$ cat config.mk
export PLATFORM = sky130hd
export DESIGN_NAME = flsr_device_flat
export DESIGN_NICKNAME = d
export VERILOG_FILES = /design/src/include/flsr_pkg.sv /design/src/include/flsr_if.sv /design/src/design/flsr_device.sv /design/src/flat_wrapper.sv
export SDC_FILE = /design/constraint.sdc
export NUM_CORES = 1
export LEC_CHECK = 0
export BUFFER_PORTS_ARGS = -buffer_cell sky130_fd_sc_hd__buf_2
export CORE_ASPECT_RATIO = 1.75
export CORE_MARGIN = 10
export CORE_UTILIZATION = 47
export CTS_BUF_LIST = sky130_fd_sc_hd__clkbuf_16
export CTS_CLUSTER_SIZE = 12
export DETAILED_ROUTE_END_ITERATION = 16
export PLACE_DENSITY_LB_ADDON = 0.3
export SYNTH_ARGS = -nofsm -noshare
export SYNTH_HDL_FRONTEND = slang
export SYNTH_SLANG_ARGS = --single-unit
export TNS_END_PERCENT = 30
$ cat constraint.sdc
create_clock -name clock_i -period 3.7 [get_ports clock_i]
set_input_delay 0.555 -clock clock_i [delete_from_list [all_inputs] [get_ports clock_i]]
set_output_delay 0.555 -clock clock_i [all_outputs]
set_load 0.03 [all_outputs]
$ cat src/include/flsr_pkg.sv
// Shared constants and types for the fuse, lock and signature readout path
package flsr_pkg;
    // Core clock and self-timed programming window
    localparam int CLK_PERIOD_NS    = 50;
    localparam int PROG_TIME_MIN_US = 3700;
    localparam int PROG_TIME_MAX_US = 4500;
    localparam int PROG_CYC_MIN     = (PROG_TIME_MIN_US * 1000 + CLK_PERIOD_NS - 1) / CLK_PERIOD_NS;
    localparam int PROG_CYC_MAX     = (PROG_TIME_MAX_US * 1000) / CLK_PERIOD_NS;
    localparam int TIMER_W          = 17;
    // Instruction windows after arming, in cycles
    localparam logic [2:0] LPM_WINDOW = 3'h3;
    localparam logic [2:0] SPM_WINDOW = 3'h4;
    // Control and status bit positions
    localparam int CTL_ENABLE   = 0;
    localparam int CTL_PGERS    = 1;
    localparam int CTL_PGWRT    = 2;
    localparam int CTL_LOCK_ARM = 3;
    localparam int CTL_RWW_REEN = 4;
    localparam int CTL_SIG_ARM  = 5;
    localparam int CTL_RWW_BUSY = 6;
    // Pointer values for special reads
    localparam logic [15:0] Z_FUSE_LOW  = 16'h0000;
    localparam logic [15:0] Z_LOCK      = 16'h0001;
    localparam logic [15:0] Z_FUSE_EXT  = 16'h0002;
    localparam logic [15:0] Z_FUSE_HIGH = 16'h0003;
    localparam logic [15:0] Z_SIG_ID0   = 16'h0000;
    localparam logic [15:0] Z_SIG_CAL   = 16'h0001;
    localparam logic [15:0] Z_SIG_ID1   = 16'h0002;
    localparam logic [15:0] Z_SIG_ID2   = 16'h0004;
    localparam logic [15:0] Z_SER_FIRST = 16'h000E;
    localparam logic [15:0] Z_SER_GAP   = 16'h0014;
    localparam logic [15:0] Z_SER_LAST  = 16'h0017;
    // Read-back fill and reset values
    localparam logic [7:0]  READ_UNUSED = 8'hFF;
    localparam logic [1:0]  LOCK_PAD    = 2'h3;
    localparam logic [4:0]  EXT_PAD     = 5'h1F;
    localparam logic [5:0]  LOCK_RESET  = 6'h3F;
    localparam logic [15:0] BOOT_NOREAD_AREA_BASE_WORD = 16'hF000;
    // Host command port offsets and fields
    localparam logic [3:0] HREG_ZPTR   = 4'h0;
    localparam logic [3:0] HREG_DATA   = 4'h1;
    localparam logic [3:0] HREG_CTL    = 4'h2;
    localparam logic [3:0] HREG_ISSUE  = 4'h3;
    localparam logic [3:0] HREG_RESULT = 4'h4;
    localparam int ISSUE_LPM   = 0;
    localparam int ISSUE_SPM   = 1;
    localparam int RES_VALID   = 8;
    localparam int RES_REFUSED = 9;

    typedef enum logic [3:0] {
        FLSR_IDLE      = 4'b0000,
        FLSR_ARM_LOAD  = 4'b0001,
        FLSR_ARM_ERASE = 4'b0010,
        FLSR_ARM_WRITE = 4'b0011,
        FLSR_ARM_LOCK  = 4'b0100,
        FLSR_ARM_SIG   = 4'b0101,
        FLSR_ARM_RWWEN = 4'b0110,
        FLSR_BUSY_PAGE = 4'b0111,
        FLSR_BUSY_LOCK = 4'b1000
    } flsr_mode_t;
endpackage

$ cat src/include/flsr_if.sv
// Link between the CPU-side controller and the readout device
`timescale 1ns/100ps
interface flsr_if;
    logic        ctl_wr;
    logic [7:0]  ctl_wdata;
    logic [7:0]  ctl_rdata;
    logic        lpm_req;
    logic        spm_req;
    logic [15:0] zptr;
    logic [15:0] spm_data;
    logic        ee_pending;
    logic        lpm_valid;
    logic [7:0]  lpm_data;
    logic        fetch_req;
    logic [15:0] fetch_addr;
    logic        fetch_hold;

    modport dev (
        input  ctl_wr, ctl_wdata, lpm_req, spm_req, zptr, spm_data, ee_pending, fetch_req, fetch_addr,
        output ctl_rdata, lpm_valid, lpm_data, fetch_hold
    );
    modport host (
        output ctl_wr, ctl_wdata, lpm_req, spm_req, zptr, spm_data, ee_pending, fetch_req, fetch_addr,
        input  ctl_rdata, lpm_valid, lpm_data, fetch_hold
    );
endinterface

$ cat src/design/flsr_device.sv
// Device end: control/status register, timed readout, self-timed programming
//
// Overview of operation
// - Armed lock read at pointer 1 returns protection
// - Arms clear after read or window timeout
// - Disarmed loads return ordinary flash bytes
// - Protection byte: boot locks 5..2, memory 1..0
// - Armed read at pointer 0 returns low fuse
// - Armed read at pointer 3 returns high fuse
// - Armed read at pointer 2 returns extended fuse
// - Programmed reads zero, unprogrammed reads one
// - Armed signature read returns row byte
// - Signature arm clears after read or timeout
// - Identification bytes at pointers 0, 2, 4
// - Oscillator calibration byte at pointer 1
// - Serial bytes at 0E-13 pair-swapped, 15-17 straight order
// - Reserved signature addresses carry no meaning
// - Erase, write, lock-write self-timed 3.7-4.5ms
// - Core reset does not abort programming
// - Only boot area fetchable during RWW page programming
// - Re-enable command flushes temporary page buffer
// - Busy flag holds until re-enable or page load succeeds
// - Software waits idle, masks interrupts, no EEPROM
// - Pending EEPROM write blocks arming entirely
// - Pointer bit 0 selects byte and readout
//
// The plain strobed port and the register offsets were decided locally.
`timescale 1ns/100ps
module flsr_device
    import flsr_pkg::*;
#(
    parameter int          PROG_CYCLES = flsr_pkg::PROG_CYC_MIN,
    parameter logic [7:0]  SIG_BYTE0   = 8'h5A,  // Arbitrary value
    parameter logic [7:0]  SIG_BYTE1   = 8'hA5,  // Arbitrary value
    parameter logic [7:0]  SIG_BYTE2   = 8'h3C,  // Arbitrary value
    parameter logic [7:0]  CAL_BYTE    = 8'h80,
    parameter logic [71:0] SERIAL      = 72'h88_7766_5544_3322_1100
) (
    // Clock and reset
    input  wire logic        clock_i,
    input  wire logic        rst_n_i,
    input  wire logic        core_reset_i,
    // Link to the controller
    flsr_if.dev              link,
    // Flash word at link.zptr[15:1], and fuse cells
    input  wire logic [15:0] flash_word_i,
    input  wire logic [7:0]  fuse_low_i,
    input  wire logic [7:0]  fuse_high_i,
    input  wire logic [2:0]  fuse_ext_i,
    // Status
    output logic [5:0]       lock_bits_o,
    output logic             page_buf_loaded_o,
    output logic             prog_busy_o
);
    import flsr_pkg::*;

    typedef struct packed {
        flsr_mode_t          mode;
        logic [2:0]          win;
        logic [TIMER_W-1:0]  timer;
        logic [5:1]          ctl_bits;
        logic                page_write;
        logic                halt_all;
        logic                rww_busy;
        logic [5:0]          lock;
        logic [5:0]          lock_data;
        logic                buf_loaded;
        logic [7:0]          status;
        logic                lpm_valid;
        logic [7:0]          lpm_data;
        logic                fetch_hold;
        logic                prog_busy;
    } flsr_dev_state_t;

    localparam flsr_dev_state_t DEV_RESET = '{
        mode: FLSR_IDLE, win: 3'h0, timer: '0, ctl_bits: 5'h00, page_write: 1'b0,
        halt_all: 1'b0, rww_busy: 1'b0, lock: LOCK_RESET, lock_data: LOCK_RESET,
        buf_loaded: 1'b0, status: 8'h00, lpm_valid: 1'b0, lpm_data: 8'h00, fetch_hold: 1'b0,
        prog_busy: 1'b0};

    flsr_dev_state_t st;
    flsr_dev_state_t next_st;

    function automatic flsr_mode_t decode_cmd(input logic [7:0] v);
        flsr_mode_t m;
        if (v[CTL_SIG_ARM]) m = FLSR_ARM_SIG;
        else if (v[CTL_LOCK_ARM]) m = FLSR_ARM_LOCK;
        else if (v[CTL_RWW_REEN]) m = FLSR_ARM_RWWEN;
        else if (v[CTL_PGWRT]) m = FLSR_ARM_WRITE;
        else if (v[CTL_PGERS]) m = FLSR_ARM_ERASE;
        else m = FLSR_ARM_LOAD;
        return m;
    endfunction

    // Whole pointer decodes; any other pointer reads all ones
    function automatic logic [7:0] fuse_lock_byte(input logic [15:0] z, input logic [5:0] lk);
        logic [7:0] b;
        unique case (z)
            Z_LOCK:      b = {LOCK_PAD, lk};
            Z_FUSE_LOW:  b = fuse_low_i;
            Z_FUSE_HIGH: b = fuse_high_i;
            Z_FUSE_EXT:  b = {EXT_PAD, fuse_ext_i};
            default:     b = READ_UNUSED;
        endcase
        return b;
    endfunction

    function automatic logic [7:0] sig_byte(input logic [15:0] z);
        logic [7:0]  b;
        logic [15:0] off;
        logic [3:0]  idx;
        off = z - Z_SER_FIRST;
        idx = 4'h0;
        b   = READ_UNUSED;
        if (z == Z_SIG_ID0) b = SIG_BYTE0;
        else if (z == Z_SIG_ID1) b = SIG_BYTE1;
        else if (z == Z_SIG_ID2) b = SIG_BYTE2;
        else if (z == Z_SIG_CAL) b = CAL_BYTE;
        else if (z >= Z_SER_FIRST && z <= Z_SER_LAST && z != Z_SER_GAP) begin
            // Pairs swapped below the gap, straight order above it
            if (z < Z_SER_GAP) idx = off[3:0] ^ 4'h1;
            else idx = off[3:0] - 4'h1;
            b = SERIAL[idx*8 +: 8];
        end
        return b;
    endfunction

    always_comb begin
        logic armed;
        logic busy;
        logic lpm_special;
        logic spm_taken;
        logic rww_target;
        logic timeout;
        armed       = 1'b0;
        busy        = 1'b0;
        lpm_special = 1'b0;
        spm_taken   = 1'b0;
        rww_target  = 1'b0;
        timeout     = 1'b0;
        next_st     = st;
        next_st.lpm_valid = 1'b0;

        busy  = (st.mode == FLSR_BUSY_PAGE) || (st.mode == FLSR_BUSY_LOCK);
        armed = (st.mode != FLSR_IDLE) && !busy;
        rww_target = {1'b0, link.zptr[15:1]} < BOOT_NOREAD_AREA_BASE_WORD;
        lpm_special = link.lpm_req && (st.win < LPM_WINDOW) &&
                      ((st.mode == FLSR_ARM_LOCK) || (st.mode == FLSR_ARM_SIG));
        spm_taken = link.spm_req && armed && (st.win < SPM_WINDOW) && (st.mode != FLSR_ARM_SIG);
        // Lock arm keeps the longer store window; signature arm has only the load window
        timeout = (st.mode == FLSR_ARM_SIG) ? (st.win == LPM_WINDOW - 3'h1)
                                            : (st.win == SPM_WINDOW - 3'h1);
        if (armed) begin
            next_st.win = st.win + 3'h1;
        end

        if (link.lpm_req) begin
            next_st.lpm_valid = 1'b1;
            if (lpm_special && st.mode == FLSR_ARM_LOCK) begin
                next_st.lpm_data = fuse_lock_byte(link.zptr, st.lock);
            end else if (lpm_special) begin
                next_st.lpm_data = sig_byte(link.zptr);
            end else if (link.zptr[0]) begin
                next_st.lpm_data = flash_word_i[15:8];
            end else begin
                next_st.lpm_data = flash_word_i[7:0];
            end
        end

        if (lpm_special) begin
            next_st.mode     = FLSR_IDLE;
            next_st.ctl_bits = 5'h00;
        end else if (spm_taken) begin
            unique case (st.mode)
                FLSR_ARM_LOAD: begin
                    next_st.buf_loaded = 1'b1;
                    next_st.rww_busy   = 1'b0;
                    next_st.mode       = FLSR_IDLE;
                    next_st.ctl_bits   = 5'h00;
                end
                FLSR_ARM_ERASE, FLSR_ARM_WRITE: begin
                    next_st.mode       = FLSR_BUSY_PAGE;
                    next_st.timer      = '0;
                    next_st.page_write = (st.mode == FLSR_ARM_WRITE);
                    next_st.rww_busy   = st.rww_busy || rww_target;
                    next_st.halt_all   = !rww_target;
                end
                FLSR_ARM_LOCK: begin
                    next_st.mode      = FLSR_BUSY_LOCK;
                    next_st.timer     = '0;
                    next_st.lock_data = link.spm_data[5:0];
                end
                default: begin
                    next_st.rww_busy   = 1'b0;
                    next_st.buf_loaded = 1'b0;
                    next_st.mode       = FLSR_IDLE;
                    next_st.ctl_bits   = 5'h00;
                end
            endcase
        end else if (armed && timeout) begin
            next_st.mode     = FLSR_IDLE;
            next_st.ctl_bits = 5'h00;
        end

        if (busy) begin
            next_st.timer = st.timer + TIMER_W'(1);
            if (st.timer == TIMER_W'(PROG_CYCLES - 1)) begin
                next_st.mode     = FLSR_IDLE;
                next_st.ctl_bits = 5'h00;
                next_st.halt_all = 1'b0;
                if (st.mode == FLSR_BUSY_LOCK) begin
                    next_st.lock = st.lock & st.lock_data;
                end else if (st.page_write) begin
                    next_st.buf_loaded = 1'b0;
                end
            end
        end

        // Writes during programming or a pending EEPROM write are dropped
        if (link.ctl_wr && !busy && !link.ee_pending) begin
            next_st.win      = 3'h0;
            next_st.ctl_bits = link.ctl_wdata[5:1] & {5{link.ctl_wdata[CTL_ENABLE]}};
            next_st.mode     = link.ctl_wdata[CTL_ENABLE] ? decode_cmd(link.ctl_wdata) : FLSR_IDLE;
        end

        // Core reset clears control, programming runs on to completion
        if (core_reset_i) begin
            next_st.buf_loaded = 1'b0;
            next_st.lpm_valid  = 1'b0;
            if (!busy) begin
                next_st.mode     = FLSR_IDLE;
                next_st.ctl_bits = 5'h00;
            end
        end

        next_st.status = {1'b0, next_st.rww_busy, next_st.ctl_bits, next_st.mode != FLSR_IDLE};
        next_st.fetch_hold = link.fetch_req &&
                             (st.halt_all || (st.rww_busy && link.fetch_addr < BOOT_NOREAD_AREA_BASE_WORD));
        // Registered so the busy pin carries no decode glitches
        next_st.prog_busy = (next_st.mode == FLSR_BUSY_PAGE) || (next_st.mode == FLSR_BUSY_LOCK);
    end

    always_ff @(posedge clock_i or negedge rst_n_i) begin
        if (!rst_n_i) begin
            st <= DEV_RESET;
        end else begin
            st <= next_st;
        end
    end

    assign link.ctl_rdata  = st.status;
    assign link.lpm_valid  = st.lpm_valid;
    assign link.lpm_data   = st.lpm_data;
    assign link.fetch_hold = st.fetch_hold;
    assign lock_bits_o       = st.lock;
    assign page_buf_loaded_o = st.buf_loaded;
    assign prog_busy_o       = st.prog_busy;
endmodule

$ cat src/flat_wrapper.sv
// flat-port wrapper written by rule: the top's interface ports become plain ports
module flsr_device_flat import flsr_pkg::*;
#(
    parameter int          PROG_CYCLES = flsr_pkg::PROG_CYC_MIN,
    parameter logic [7:0]  SIG_BYTE0   = 8'h5A,                    
    parameter logic [7:0]  SIG_BYTE1   = 8'hA5,                    
    parameter logic [7:0]  SIG_BYTE2   = 8'h3C,                    
    parameter logic [7:0]  CAL_BYTE    = 8'h80,
    parameter logic [71:0] SERIAL      = 72'h88_7766_5544_3322_1100
)
  (clock_i, rst_n_i, core_reset_i, flash_word_i, fuse_low_i, fuse_high_i, fuse_ext_i, lock_bits_o, page_buf_loaded_o, prog_busy_o, link_ctl_wr, link_ctl_wdata, link_lpm_req, link_spm_req, link_zptr, link_spm_data, link_ee_pending, link_fetch_req, link_fetch_addr, link_ctl_rdata, link_lpm_valid, link_lpm_data, link_fetch_hold);
  flsr_if link_i ();
  input  wire logic clock_i;
  input  wire logic rst_n_i;
  input  wire logic core_reset_i;
  input  wire logic [15:0] flash_word_i;
  input  wire logic [7:0] fuse_low_i;
  input  wire logic [7:0] fuse_high_i;
  input  wire logic [2:0] fuse_ext_i;
  output logic [5:0] lock_bits_o;
  output logic page_buf_loaded_o;
  output logic prog_busy_o;
  input wire logic [$bits(link_i.ctl_wr)-1:0] link_ctl_wr;
  input wire logic [$bits(link_i.ctl_wdata)-1:0] link_ctl_wdata;
  input wire logic [$bits(link_i.lpm_req)-1:0] link_lpm_req;
  input wire logic [$bits(link_i.spm_req)-1:0] link_spm_req;
  input wire logic [$bits(link_i.zptr)-1:0] link_zptr;
  input wire logic [$bits(link_i.spm_data)-1:0] link_spm_data;
  input wire logic [$bits(link_i.ee_pending)-1:0] link_ee_pending;
  input wire logic [$bits(link_i.fetch_req)-1:0] link_fetch_req;
  input wire logic [$bits(link_i.fetch_addr)-1:0] link_fetch_addr;
  output wire logic [$bits(link_i.ctl_rdata)-1:0] link_ctl_rdata;
  output wire logic [$bits(link_i.lpm_valid)-1:0] link_lpm_valid;
  output wire logic [$bits(link_i.lpm_data)-1:0] link_lpm_data;
  output wire logic [$bits(link_i.fetch_hold)-1:0] link_fetch_hold;
  assign link_i.ctl_wr = link_ctl_wr;
  assign link_i.ctl_wdata = link_ctl_wdata;
  assign link_i.lpm_req = link_lpm_req;
  assign link_i.spm_req = link_spm_req;
  assign link_i.zptr = link_zptr;
  assign link_i.spm_data = link_spm_data;
  assign link_i.ee_pending = link_ee_pending;
  assign link_i.fetch_req = link_fetch_req;
  assign link_i.fetch_addr = link_fetch_addr;
  assign link_ctl_rdata = link_i.ctl_rdata;
  assign link_lpm_valid = link_i.lpm_valid;
  assign link_lpm_data = link_i.lpm_data;
  assign link_fetch_hold = link_i.fetch_hold;
  flsr_device #(.PROG_CYCLES(PROG_CYCLES), .SIG_BYTE0(SIG_BYTE0), .SIG_BYTE1(SIG_BYTE1), .SIG_BYTE2(SIG_BYTE2), .CAL_BYTE(CAL_BYTE), .SERIAL(SERIAL)) u_core (.clock_i(clock_i), .rst_n_i(rst_n_i), .core_reset_i(core_reset_i), .link(link_i), .flash_word_i(flash_word_i), .fuse_low_i(fuse_low_i), .fuse_high_i(fuse_high_i), .fuse_ext_i(fuse_ext_i), .lock_bits_o(lock_bits_o), .page_buf_loaded_o(page_buf_loaded_o), .prog_busy_o(prog_busy_o));
endmodule
==> results by stage, run 1 <==
Synthesis:
- For this run, the leading register cell type out of synthesis is dfrtp_1.
- During synthesis, Yosys emitted a total of 0 warnings.
- The mapped netlist covers between 3000 and 4000 sq um.
- The number of nets in the synthesized netlist is ~560.
- The register area share after synthesis is 36.9%.
- The register bit total from synthesis is 57.
- The number of instances in the synthesized netlist is between 400 and 500.
- Yosys mapped a number of flops with a built-in enable equal to 0.
- The proportion of register bits with asynchronous set or reset after synthesis is between 90% and 100%.
- After synthesis, the netlist uses 70 different library cells.
- Averaged over all synthesized cells, the footprint is a little under 9 sq um.

Timing:
- The maximum clock skew at final layout is about 0.0084 ns.
- The smallest clock period supported by the final layout is computed as ~2.7 ns.
- The headroom to the max-slew limit is 38.5%.
- The max-slew violation count came to 0.
- The slew of the pin with the lowest slew margin is slightly above 0.9 ns.
- Setup repair after global routing left no endpoint under its margin.
- The maximum frequency from static timing analysis is 0.365 GHz.
- Setup violations remaining at the end of the flow were counted as 0.
- The number of hold violations in the final report is 0.
- The post-route fraction of the period consumed by the critical path is roughly 74%.
- The summed negative setup slack over all endpoints is 0 ns.
- On the final layout, the worst hold slack is 0.252 ns.

Power and ir drop:
- For this design the static power due to leakage is between 0.0015 and 0.002 uW.
- The areal power density over the cells is between 400 and 500 nW/um^2.
- The maximum VDD drop is around 450 uV.

Global route:
- In the global route stage, overall resource usage came out at ~18%.
- The first global-routing pass estimated around 18 mm of wire.
- The maximum number of pins on one net before global-route repair is 30.
- The total congestion overflow is 0.
- The number of antenna violations at the first check in global routing is 0.
- The number of global-route vias before repair is about 3700.

Worst setup path:
- The type of element launching the critical path is a flop.
- The largest incremental delay on the critical path is approximately 0.7 ns.
- STA puts the critical path data required time at approximately 3.9 ns.
- Walking the worst path, the cells encountered are nand2b_1, nor3_1, nand3_1, a211oi_1, o211ai_1, o22ai_1.
- The critical path in this run is classified as flop to flop.
- The slowest stage of the critical path is the dfrtp_1 cell.
- The number of buffer and inverter instances along the worst setup path is 0.
- The maximum fanout encountered on the critical timing path is 20.
- On the critical path the largest part of the delay comes from simple AND/OR/NAND/NOR gates.
- STA classifies the critical path endpoint as a flop.
- Data on the critical path arrives at its endpoint at just under 3 ns.

Cells and area:
- Cells fill 55.1% of the core in the end.
- The number of antenna diodes in the final layout is 0.
- The number of nets in the finished design is 622.
- In the layout the commonest cells are buf_2 (99), dfrtp_1 (45), nor2_1 (42), o21ai_0 (35), a21oi_1 (30).
- The area added between synthesis and finish is 15.8%.
- The final design area excluding fillers is 4520 sq um.
- The layout cell share with drive strength beyond 1 is ~28%.
- The library cell used most frequently in the layout, excluding fill and tap cells, is buf_2.

Placed design:
- The post-placement cell area is roughly 4300 sq um.
- Port buffering added between 90 and 100 buffers.
- The placer congestion estimate is around 0.9.
- The HPWL after detailed placement is around 8.5 mm.

CTS:
- The number of clock buffers added by TritonCTS is 9.
- The total number of H-tree levels is 3.
- CTS saw 57 sinks.
- In this run the clock root is driven by a clkbuf_16.
- After clock tree synthesis, the flow added hold-fix buffers numbering 0.
- The post-cts repair resize count is 0.
- After clock tree synthesis, the clock-pin slew on the worst setup and hold paths is ~0.050 ns.
- The clock latency on the worst-skew pair is roughly 0.33 ns.
- Once the clock tree was built, the setup fixing pass inserted 0 buffers.
- The clock tree from TritonCTS is built.
- The maximum buffer depth of the clock tree is 2.

Die:
- Pin placement for this block handled ~130 I/O pins.
- After floorplanning, the core was sized to cover about 8000 sq um.
- The die outline width is a little under 90 um.
- The floorplan has 44 rows.
- The floorplan step defined a die boundary enclosing 12500 sq um.
- Once the floorplan was initialized, standard cells occupied a little under half of the core.
- The vertical die dimension is around 140 um.

Drt:
- Before antenna repair, the detailed router went through 5 iterations.
- In the final routed layout, each cell accounts on average for between 15 and 20 um.
- Detailed routing inserted a total of ~3700 vias.
- After detailed routing, the number of remaining DRC violations is 0.
- Using the TritonRoute via totals, the vias-per-cell ratio works out to ~6.
- The detailed-route wire length is about 11 mm.
- The number of routed nets with antenna violations is 0.
- The first routing iteration left 176 violations.

Job:
- The count of max-cap constraint violations is 0.

Hold path:
- The worst hold-check path type is primary input to async pin.

Status:
- The run finished with clean final reports.
==> logic make-up (layout without fill, tap and decap cells) <==
logic type,count (synthesis),in the layout,synth area share (%)
simple gates,155,155,21.1
compound gates,146,146,25.4
buf+inv,58,129,8.17
flops,57,57,36.9
mux,14,14,3.81
fa+ha+maj,11,11,3.53
xor+xnor,4,4,0.898
other cells,1,1,0.0961
==> routing by layer <==
layer  vias to the layer above  track usage (%)  share of wire (%)
met4                         0             7.10                1.7
met1                      1799             17.9                 37
met2                       115             31.7                 54
li1                       1785                -                  -
met5                         -                0                  0
met3                        15             5.17                7.8
==> worst reg2reg max path: stages (launching register included) <==
cell and delay (ns):
dfrtp_1 0.70, nand2b_1 0.15, nor3_1 0.47, nand3_1 0.48, a211oi_1 0.49, o211ai_1 0.15, o22ai_1 0.22
==> synth_stat cells, drive strengths merged, types with 4 or more instances <==
cell | n | share of area, %
buf | 27 | 5.2
dfstp | 12 | 8.1
nor3 | 12 | 1.5
o21ai | 35 | 4.5
a221oi | 5 | 1.1
nor4 | 6 | 0.96
o21a | 10 | 2.1
mux2i | 7 | 1.8
nand3 | 17 | 2.2
nand2 | 26 | 2.5
inv | 12 | 1.2
nand2b | 4 | 0.64
a21oi | 30 | 3.8
nand4 | 10 | 1.6
ha | 11 | 3.5
a31oi | 10 | 1.6
nor2 | 42 | 4.0
a22oi | 14 | 2.7
and3 | 6 | 1.1
nor2b | 9 | 1.4
dfrtp | 45 | 29
mux2 | 7 | 2.0
and2 | 4 | 0.71
a211oi | 5 | 0.96
clkbuf | 19 | 1.8
==> area by class of cell <==
| cell class | count | area, sq um |
|---|---|---|
| Inverter | 12 | 45.0 |
| Sequential cell | 57 | 1440 |
| Timing Repair Buffer | 101 | 510 |
| Clock buffer | 9 | 225 |
| Clock inverter | 7 | 38.8 |
| Multi-Input combinational cell | 331 | 2140 |
| Tap cell | 92 | 115 |
| Fill cell | 784 | 3680 |
==> power by group <==
part / total, uW / leakage, uW / internal [uW] / switching, uW
combinational: 377 / 0.00115 / 156 / 221
clock: 733 / 0.000124 / 443 / 290
sequential: 818 / 0.000692 / 721 / 96.2
total: 1930 / 0.00197 / 1320 / 607
==> stage by stage <==
stage | setup WS (ns) | cells | power, uW
after floorplan | 1.22 | 446 | 1080
after global placement | 0.914 | 593 | 1180
after detailed placement | 0.841 | 593 | 1200
after CTS | 1.01 | 609 | 1940
after global routing | 0.716 | 609 | 2030
final | 0.957 | 609 | 1930
==> flip-flops by register name, indices dropped and copies added (netlist names) <==
signal / cells
u_core.lock_bits_o: 6
u_core.link.lpm_valid: 1
u_core.link.fetch_hold: 1
u_core.st: 36
u_core.page_buf_loaded_o: 1
u_core.link.ctl_rdata: 3
u_core.link.lpm_data: 8
u_core.prog_busy_o: 1
==> final timing paths <==
| check | start | endpoint | slack [ns] | cells after the start |
|---|---|---|---|---|
| worst max-delay path | u_core.st[62] | u_core.prog_busy_o | 0.96 | 6 |
| worst min-delay path | rst_n_i | u_core.st[52] | 0.25 | 1 |
| worst max register to register | u_core.st[62] | u_core.prog_busy_o | 0.96 | 6 |
| worst min register to register | u_core.lock_bits_o[4] | u_core.lock_bits_o[4] | 0.47 | 1 |
| max in group asynchronous | rst_n_i | u_core.st[42] | 2.62 | 2 |
| min in group clock_i | core_reset_i | u_core.link.lpm_valid | 0.44 | 2 |
Note: power is estimated with default switching activity, not from simulation.
==> inputs of run 2 (changes only) <==
clock period = 2.64 ns   (was 3.7 ns; I/O delays follow)
==> run 2 against run 1 <==
Net effect: wire length up 1.2%; sequential share of layout area down 1.0 points; non-clock buffer count increased by 13; flip-flop and latch count stayed put; clock-buffer cell count did not move; register-to-register slack worse by 0.76 ns; sequential power increased by 39%; cell count rose by 2.1%; core utilization rose by 1.8 points; total power rose by 51%; clock power grew 65%; largest cell class unchanged.
==> results by stage, run 2 (same netlist as run 1, synthesis figures left out) <==
Status:
- The run finished with clean final reports.

Cells and area:
- The number of nets in the finished design is roughly 640.
- Counting the fill cells in the layout gives about 760.
- In the layout the commonest cells are buf_2 (99), dfrtp_1 (45), nor2_1 (42), o21ai_0 (35), a21oi_1 (30).
- The total inserted antenna cells is 0.
- The layout cell share with drive strength beyond 1 is 29.8%.
- The most common cell after layout, fill and taps aside is buf_2.
- The flip-flop count of the largest register after layout is 36.
- The finished cells cover around 4700 sq um.
- u_core.st holds more flip-flops than any other register.
- The area added between synthesis and finish is 19.6%.

Die:
- The initial cell density of the core is a little under half.
- The floorplan core area is slightly above 8000 sq um.
- The floorplan step set the die height to around 140 um.
- The die outline width is a little under 90 um.
- Pin placement for this block handled roughly 130 I/O pins.
- The floorplan step defined a die boundary enclosing approximately 12000 sq um.
- The number of rows in the core area is 44.

Placed design:
- The number of buffer cells added on primary ports is 99.
- The congestion estimate from routability-driven global placement came to around 0.9.
- Detailed placement ended at an HPWL of about 8.7 mm.
- In this run the cell area measured after placement is between 4000 and 5000 sq um.

Worst setup path:
- The maximum fanout encountered on the critical timing path is 17.
- The data required time at the worst endpoint is around 2.8 ns.
- The data arrival time at the worst-slack endpoint is around 2.6 ns.
- STA classifies the critical path startpoint as a flop.
- STA classifies the critical path endpoint as a flop.
- The worst setup path category is flop to flop.

CTS:
- Clock latency on the worst-skew pair, taken at its later pin, is 0.32 ns.
- The clock tree root driver cell is clkbuf_16.
- The number of buffers inserted by post-CTS setup repair is 0.
- The post-cts repair resize count is 0.
- The clock passes through at most 2 buffers.
- CTS built an H-tree with a depth of 3.
- The number of buffers created by CTS is 9.
- The number of hold buffers added after CTS is 0.
- The CTS sink count is 57.
- After clock tree synthesis, the clock-pin slew on the worst setup and hold paths is around 0.05 ns.
- The clock tree from TritonCTS is built.

Timing:
- Setup total negative slack on the finished layout was measured at 0 ns.
- The number of hold violations in the final report is 0.
- For the finished layout, the period the worst path requires is between 2 and 2.5 ns.
- The headroom to the max-slew limit is 37.2%.
- The max-slew violation count came to 0.
- Setup repair after global routing left no endpoint under its margin.
- The maximum clock skew at final layout is between 0.006 and 0.007 ns.
- After layout, the worst path uses ~93% of the clock period.
- Setup violations remaining at the end of the flow were counted as 0.
- At the pin with the least slew margin, the transition time is roughly 0.94 ns.
- The maximum frequency from static timing analysis is between 0.4 and 0.5 GHz.

Power and ir drop:
- The analysis attributes to cell leakage a power of between 0.002 and 0.0025 uW.
- The maximum VDD drop is 376 uV.
- Dividing total power by cell area gives a power density of about 620 nW/um^2.

Global route:
- Entering global routing, the biggest net connects 22 pins.
- The wire length of the first global-routing pass is ~17 mm.
- The number of antenna violations at the first check in global routing was 0.
- Summed over all layers, the global routing overflow is 0.
- In the global route stage, overall resource usage came out at between 15 and 20%.
- The number of global-route vias before repair is 3641.

Drt:
- The via density per instance is 5.93.
- The number of iterations in the first detailed-routing pass is 4.
- After detailed routing, the average wire length per cell comes to 17.7 um.
- The number of remaining DRC errors is 0.
- In this run the remaining antenna-violating nets after routing total 0.
- The routed layout has 3689 vias.
- For this block, the initial DRC count from the detailed router was ~140.
- For this block, the routed nets add up to ~11 mm of wire.

Job:
- The tool flagged a number of max-cap violations equal to 0.

Hold path:
- The worst hold path belongs to the class primary input to async pin.
==> run 2: path summary, 6_finish.rpt <==
kind	from	endpoint	slack [ns]	cells after the start
worst max register to register	u_core.st[63]	u_core.link.ctl_rdata[0]	0.20	6
max in group asynchronous	rst_n_i	u_core.st[23]	1.87	2
worst min register to register	u_core.lock_bits_o[3]	u_core.lock_bits_o[3]	0.47	1
min in group clock_i	core_reset_i	u_core.link.lpm_valid	0.29	2
worst min-delay path	rst_n_i	u_core.st[52]	0.05	1
worst max-delay path	u_core.st[63]	u_core.link.ctl_rdata[0]	0.20	6
==> run 2: worst max-delay path: stages (launching register included) <==
cell and delay (ns):
dfrtp_1 0.62, and4b_1 0.31, or2_2 0.35, a21oi_1 0.18
a2bb2oi_1 0.26, o21a_4 0.16, or4b_1 0.43
==> run 2: layer usage <==
layer	part of all wire, %	vias to the layer above	GRT usage, %
met1	37	1735	17.6
li1	-	1809	-
met4	2.5	0	7.61
met5	0	-	0
met3	7.8	20	4.59
met2	53	125	31.9
==> run 2: cell type report <==
type	instances	area (sq um)	area share (%)
Timing Repair Buffer	114	608	13.0
Sequential cell	57	1440	30.9
Clock buffer	9	225	4.82
Inverter	12	45.0	0.964
Tap cell	92	115	2.46
Multi-Input combinational cell	331	2150	46.0
Clock inverter	7	86.3	1.85
==> run 2: power by group <==
part / switching, uW / total [uW] / leakage (uW) / internal, uW
Combinational: 319 / 555 / 0.00122 / 236
Clock: 393 / 1210 / 0.000158 / 816
Sequential: 129 / 1140 / 0.000692 / 1010
Total: 842 / 2900 / 0.00207 / 2060
==> run 2: per-stage QoR <==
stage               cells  hold slack, ns  utilization [%]  power, uW  setup slack [ns]
detailed placement    606           0.394             53.1       1710             0.209
global placement      606           0.380             53.1       1680             0.230
floorplan             446           0.100                -       1520             0.318
finish                622          0.0468             56.9       2900             0.195
CTS                   622          0.0480             56.9       2930             0.186
global route          622          0.0679             56.9       3040           0.00816
==> inputs of run 3 (changes only) <==
CTS_BUF_LIST = default   (was sky130_fd_sc_hd__clkbuf_16)
==> run 3 against run 2 <==
Net effect: die area is the same; largest power group unchanged; clock skew is essentially flat; critical endpoint unchanged; clock-buffer cell count grew 2; global-route usage is essentially flat; non-clock buffer count is the same; core utilization grew 0.12 points.
==> results by stage, run 3 (same netlist as run 1, synthesis figures left out) <==
Status:
- The flow ran to the end, and the final reports show no timing, DRC or antenna violations.

Drt:
- The final layout contains routed wiring with a total length of 11.1 mm.
- For this block, the via count after detailed routing is between 3000 and 4000.
- In the final routed layout, each cell accounts on average for around 18 um.
- The count of nets left with antenna violations once routing finished came out at 0.
- The number of iterations in the first detailed-routing pass is 4.
- Using the TritonRoute via totals, the vias-per-cell ratio works out to slightly below 6.
- In this run, the number of DRC markers left after iteration 0 of detailed routing was around 170.
- The number of remaining DRC errors is 0.

Timing:
- The number of hold violations in the final report is 0.
- Hold timing on the final database bottoms out at a slack of about 0.043 ns.
- The headroom to the max-slew limit is 36.4%.
- The slew of the pin with the lowest slew margin is between 0.9 and 1 ns.
- Based on the critical path, the design can be clocked at up to approximately 0.41 GHz.
- The routed design could run at a clock period as short as around 2.5 ns.
- The max-slew violation count is 0.
- The worst path setup slack after routing is between 0.15 and 0.2 ns.
- Between clock sinks in the finished design, the worst skew comes to about 0.0064 ns.
- Setup total negative slack on the finished layout was measured at 0 ns.
- In the finished design, the share of the clock period the worst path needs comes to between 90% and 100%.
- The setup-violating endpoint count in the final report is 0.
- Setup repair after global routing left no endpoint under its margin.

Placed design:
- Before CTS, the worst setup slack after placement is roughly 0.21 ns.
- Routability-driven placement finished with a final weighted congestion of about 0.9.
- Summing all placed instances gives a cell area of 4350 sq um.
- The number of buffer cells added on primary ports is about 100.
- The wire-length estimate of the detail-placed layout is roughly 8.7 mm.

Worst setup path:
- The worst register-to-register path ends at u_core.link.ctl_rdata[0].
- The worst setup path is of the flop to flop kind.
- The worst-path cell with the longest stage delay is dfrtp_1.
- At the worst endpoint, the required time is 2.83 ns.
- STA classifies the critical path endpoint as a flop.
- For the worst flop-to-flop path, the logic depth is 6.
- Data on the critical path arrives at its endpoint at around 2.7 ns.
- Walking the worst path, the cells encountered are and4b_1, or2_2, a21oi_1, a2bb2oi_1, o21a_4, or4b_1.
- In this run the critical register-to-register path is launched from u_core.st[63].
- The type of element launching the critical path is a flop.
- The capture point of the worst path is u_core.link.ctl_rdata[0].
- The worst register-to-register path has a setup slack of ~0.18 ns.
- The largest incremental delay on the critical path is about 0.63 ns.
- Along the worst path, the maximum fanout reaches 17.
- The beginning of the critical path is u_core.st[63].

Job:
- The count of max-cap constraint violations is 0.

Global route:
- The number of antenna violations at the first check in global routing is 0.
- For this run, the total global-route usage over all layers was measured as about 17%.
- The number of global-route vias before repair was around 3600.
- Summed over all layers, the global routing overflow is 0.
- Entering global routing, the biggest net connects 22 pins.
- The first global-routing pass estimated 17.4 mm of wire.

CTS:
- Buffers added to address setup during post-CTS repair amount to 0.
- The maximum buffer depth of the clock tree is 2.
- The post-cts repair resize count is 0.
- TritonCTS built the clock tree.
- In this run the clock root is driven by a clkbuf_16.
- For the worst-skew pair, the clock arrives at the later sink with an insertion delay of 0.32 ns.
- After clock tree synthesis, the flow added hold-fix buffers numbering 0.
- The number of buffers created by CTS is 9.
- Clock-pin slew was measured on the worst setup and hold paths at 0.05 ns.
- The CTS sink count is 57.
- CTS built an H-tree with a depth of 3.

Hold path:
- The worst hold-check path type is primary input to async pin.

Die:
- The total area inside the core boundary comes to around 8200 sq um.
- The vertical die dimension is around 140 um.
- The number of top-level pins is 125.
- The floorplan has 44 rows.
- The floorplan step defined a die boundary enclosing ~12000 sq um.
- The die is between 80 and 90 um wide.
- The initial utilization of the core area, before any placement, comes to about 48%.

Cells and area:
- The area growth from synthesis to layout is 19.9%.
- The flip-flop count of the largest register after layout is 36.
- More flip-flops sit in one register than any other, and that register is u_core.st.
- The library cell used most frequently in the layout, excluding fill and tap cells, is buf_2.
- The layout cell share with drive strength beyond 1 is a little under a third.
- Summing all non-filler instances in the final layout gives an area of 4680 sq um.
- The repair_antennas step left the layout with diodes totalling 0.
- The number of nets in the finished design is around 640.
- In the layout the commonest cells are buf_2 (99), dfrtp_1 (45), nor2_1 (42), o21ai_0 (35), a21oi_1 (30).

Power and ir drop:
- Summed over all cells, the static leakage comes to slightly above 0.002 uW.
- VDD sags by at most between 300 and 400 uV.
- Power spread over the standard cell area amounts to ~630 nW/um^2.
[run 3: cell types whose count changed in the layout (fill, tap and decap cells not counted)]
cell	delta
clkbuf_1	+1
clkinv_1	-1
clkbuf_8	+1
inv_1	-1
[run 3: layout make-up]
type	instances	area, sq um
fillers	761	3520
multi-input cells	331	2150
flip-flops and latches	57	1440
repair buffers	114	608
clock buffers	11	243
well taps	92	115
clock inverters	5	78.8
inverters	12	45.0
[run 3: stage by stage]
stage                     utilization (%)  instances  total power [uW]
final                                57.1        622              2940
after global routing                 57.1        622              3080
after CTS                            57.0        622              2960
after detailed placement             53.1        606              1710
after global placement               53.1        606              1680
after floorplan                         -        446              1520
[run 3: critical path, delay by kind of cell (launching register included)]
family | cells | cell delay (ns)
AO/OA/AOI/OAI | 3 | 0.60
flip-flops | 1 | 0.63
AND/OR/NAND/NOR | 3 | 1.09
[run 3: metal layers]
layer	part of all wire [%]	up-vias	wire length, um	GRT usage (%)
met4	2.6	0	289	7.78
met3	7.3	21	809	4.41
li1	-	1808	-	-
met2	53	111	5890	32.0
met1	37	1759	4070	17.5
met5	0	-	0	0
[run 3: worst min path at each step]
stage	slack, ns	end	cells past startpoint
after floorplan	0.10	u_core.link.ctl_rdata[0]	0
after global placement	0.38	u_core.st[52]	1
after detailed placement	0.39	u_core.st[52]	1
after CTS	0.05	u_core.st[52]	1
after global routing	0.07	u_core.st[52]	1
final	0.04	u_core.st[52]	1
[run 3: report_power, final]
group          total [uW]  internal (uW)  switching [uW]  leakage (uW)
sequential           1140           1010             131      0.000692
combinational         555            236             319       0.00122
clock                1240            849             396      0.000159
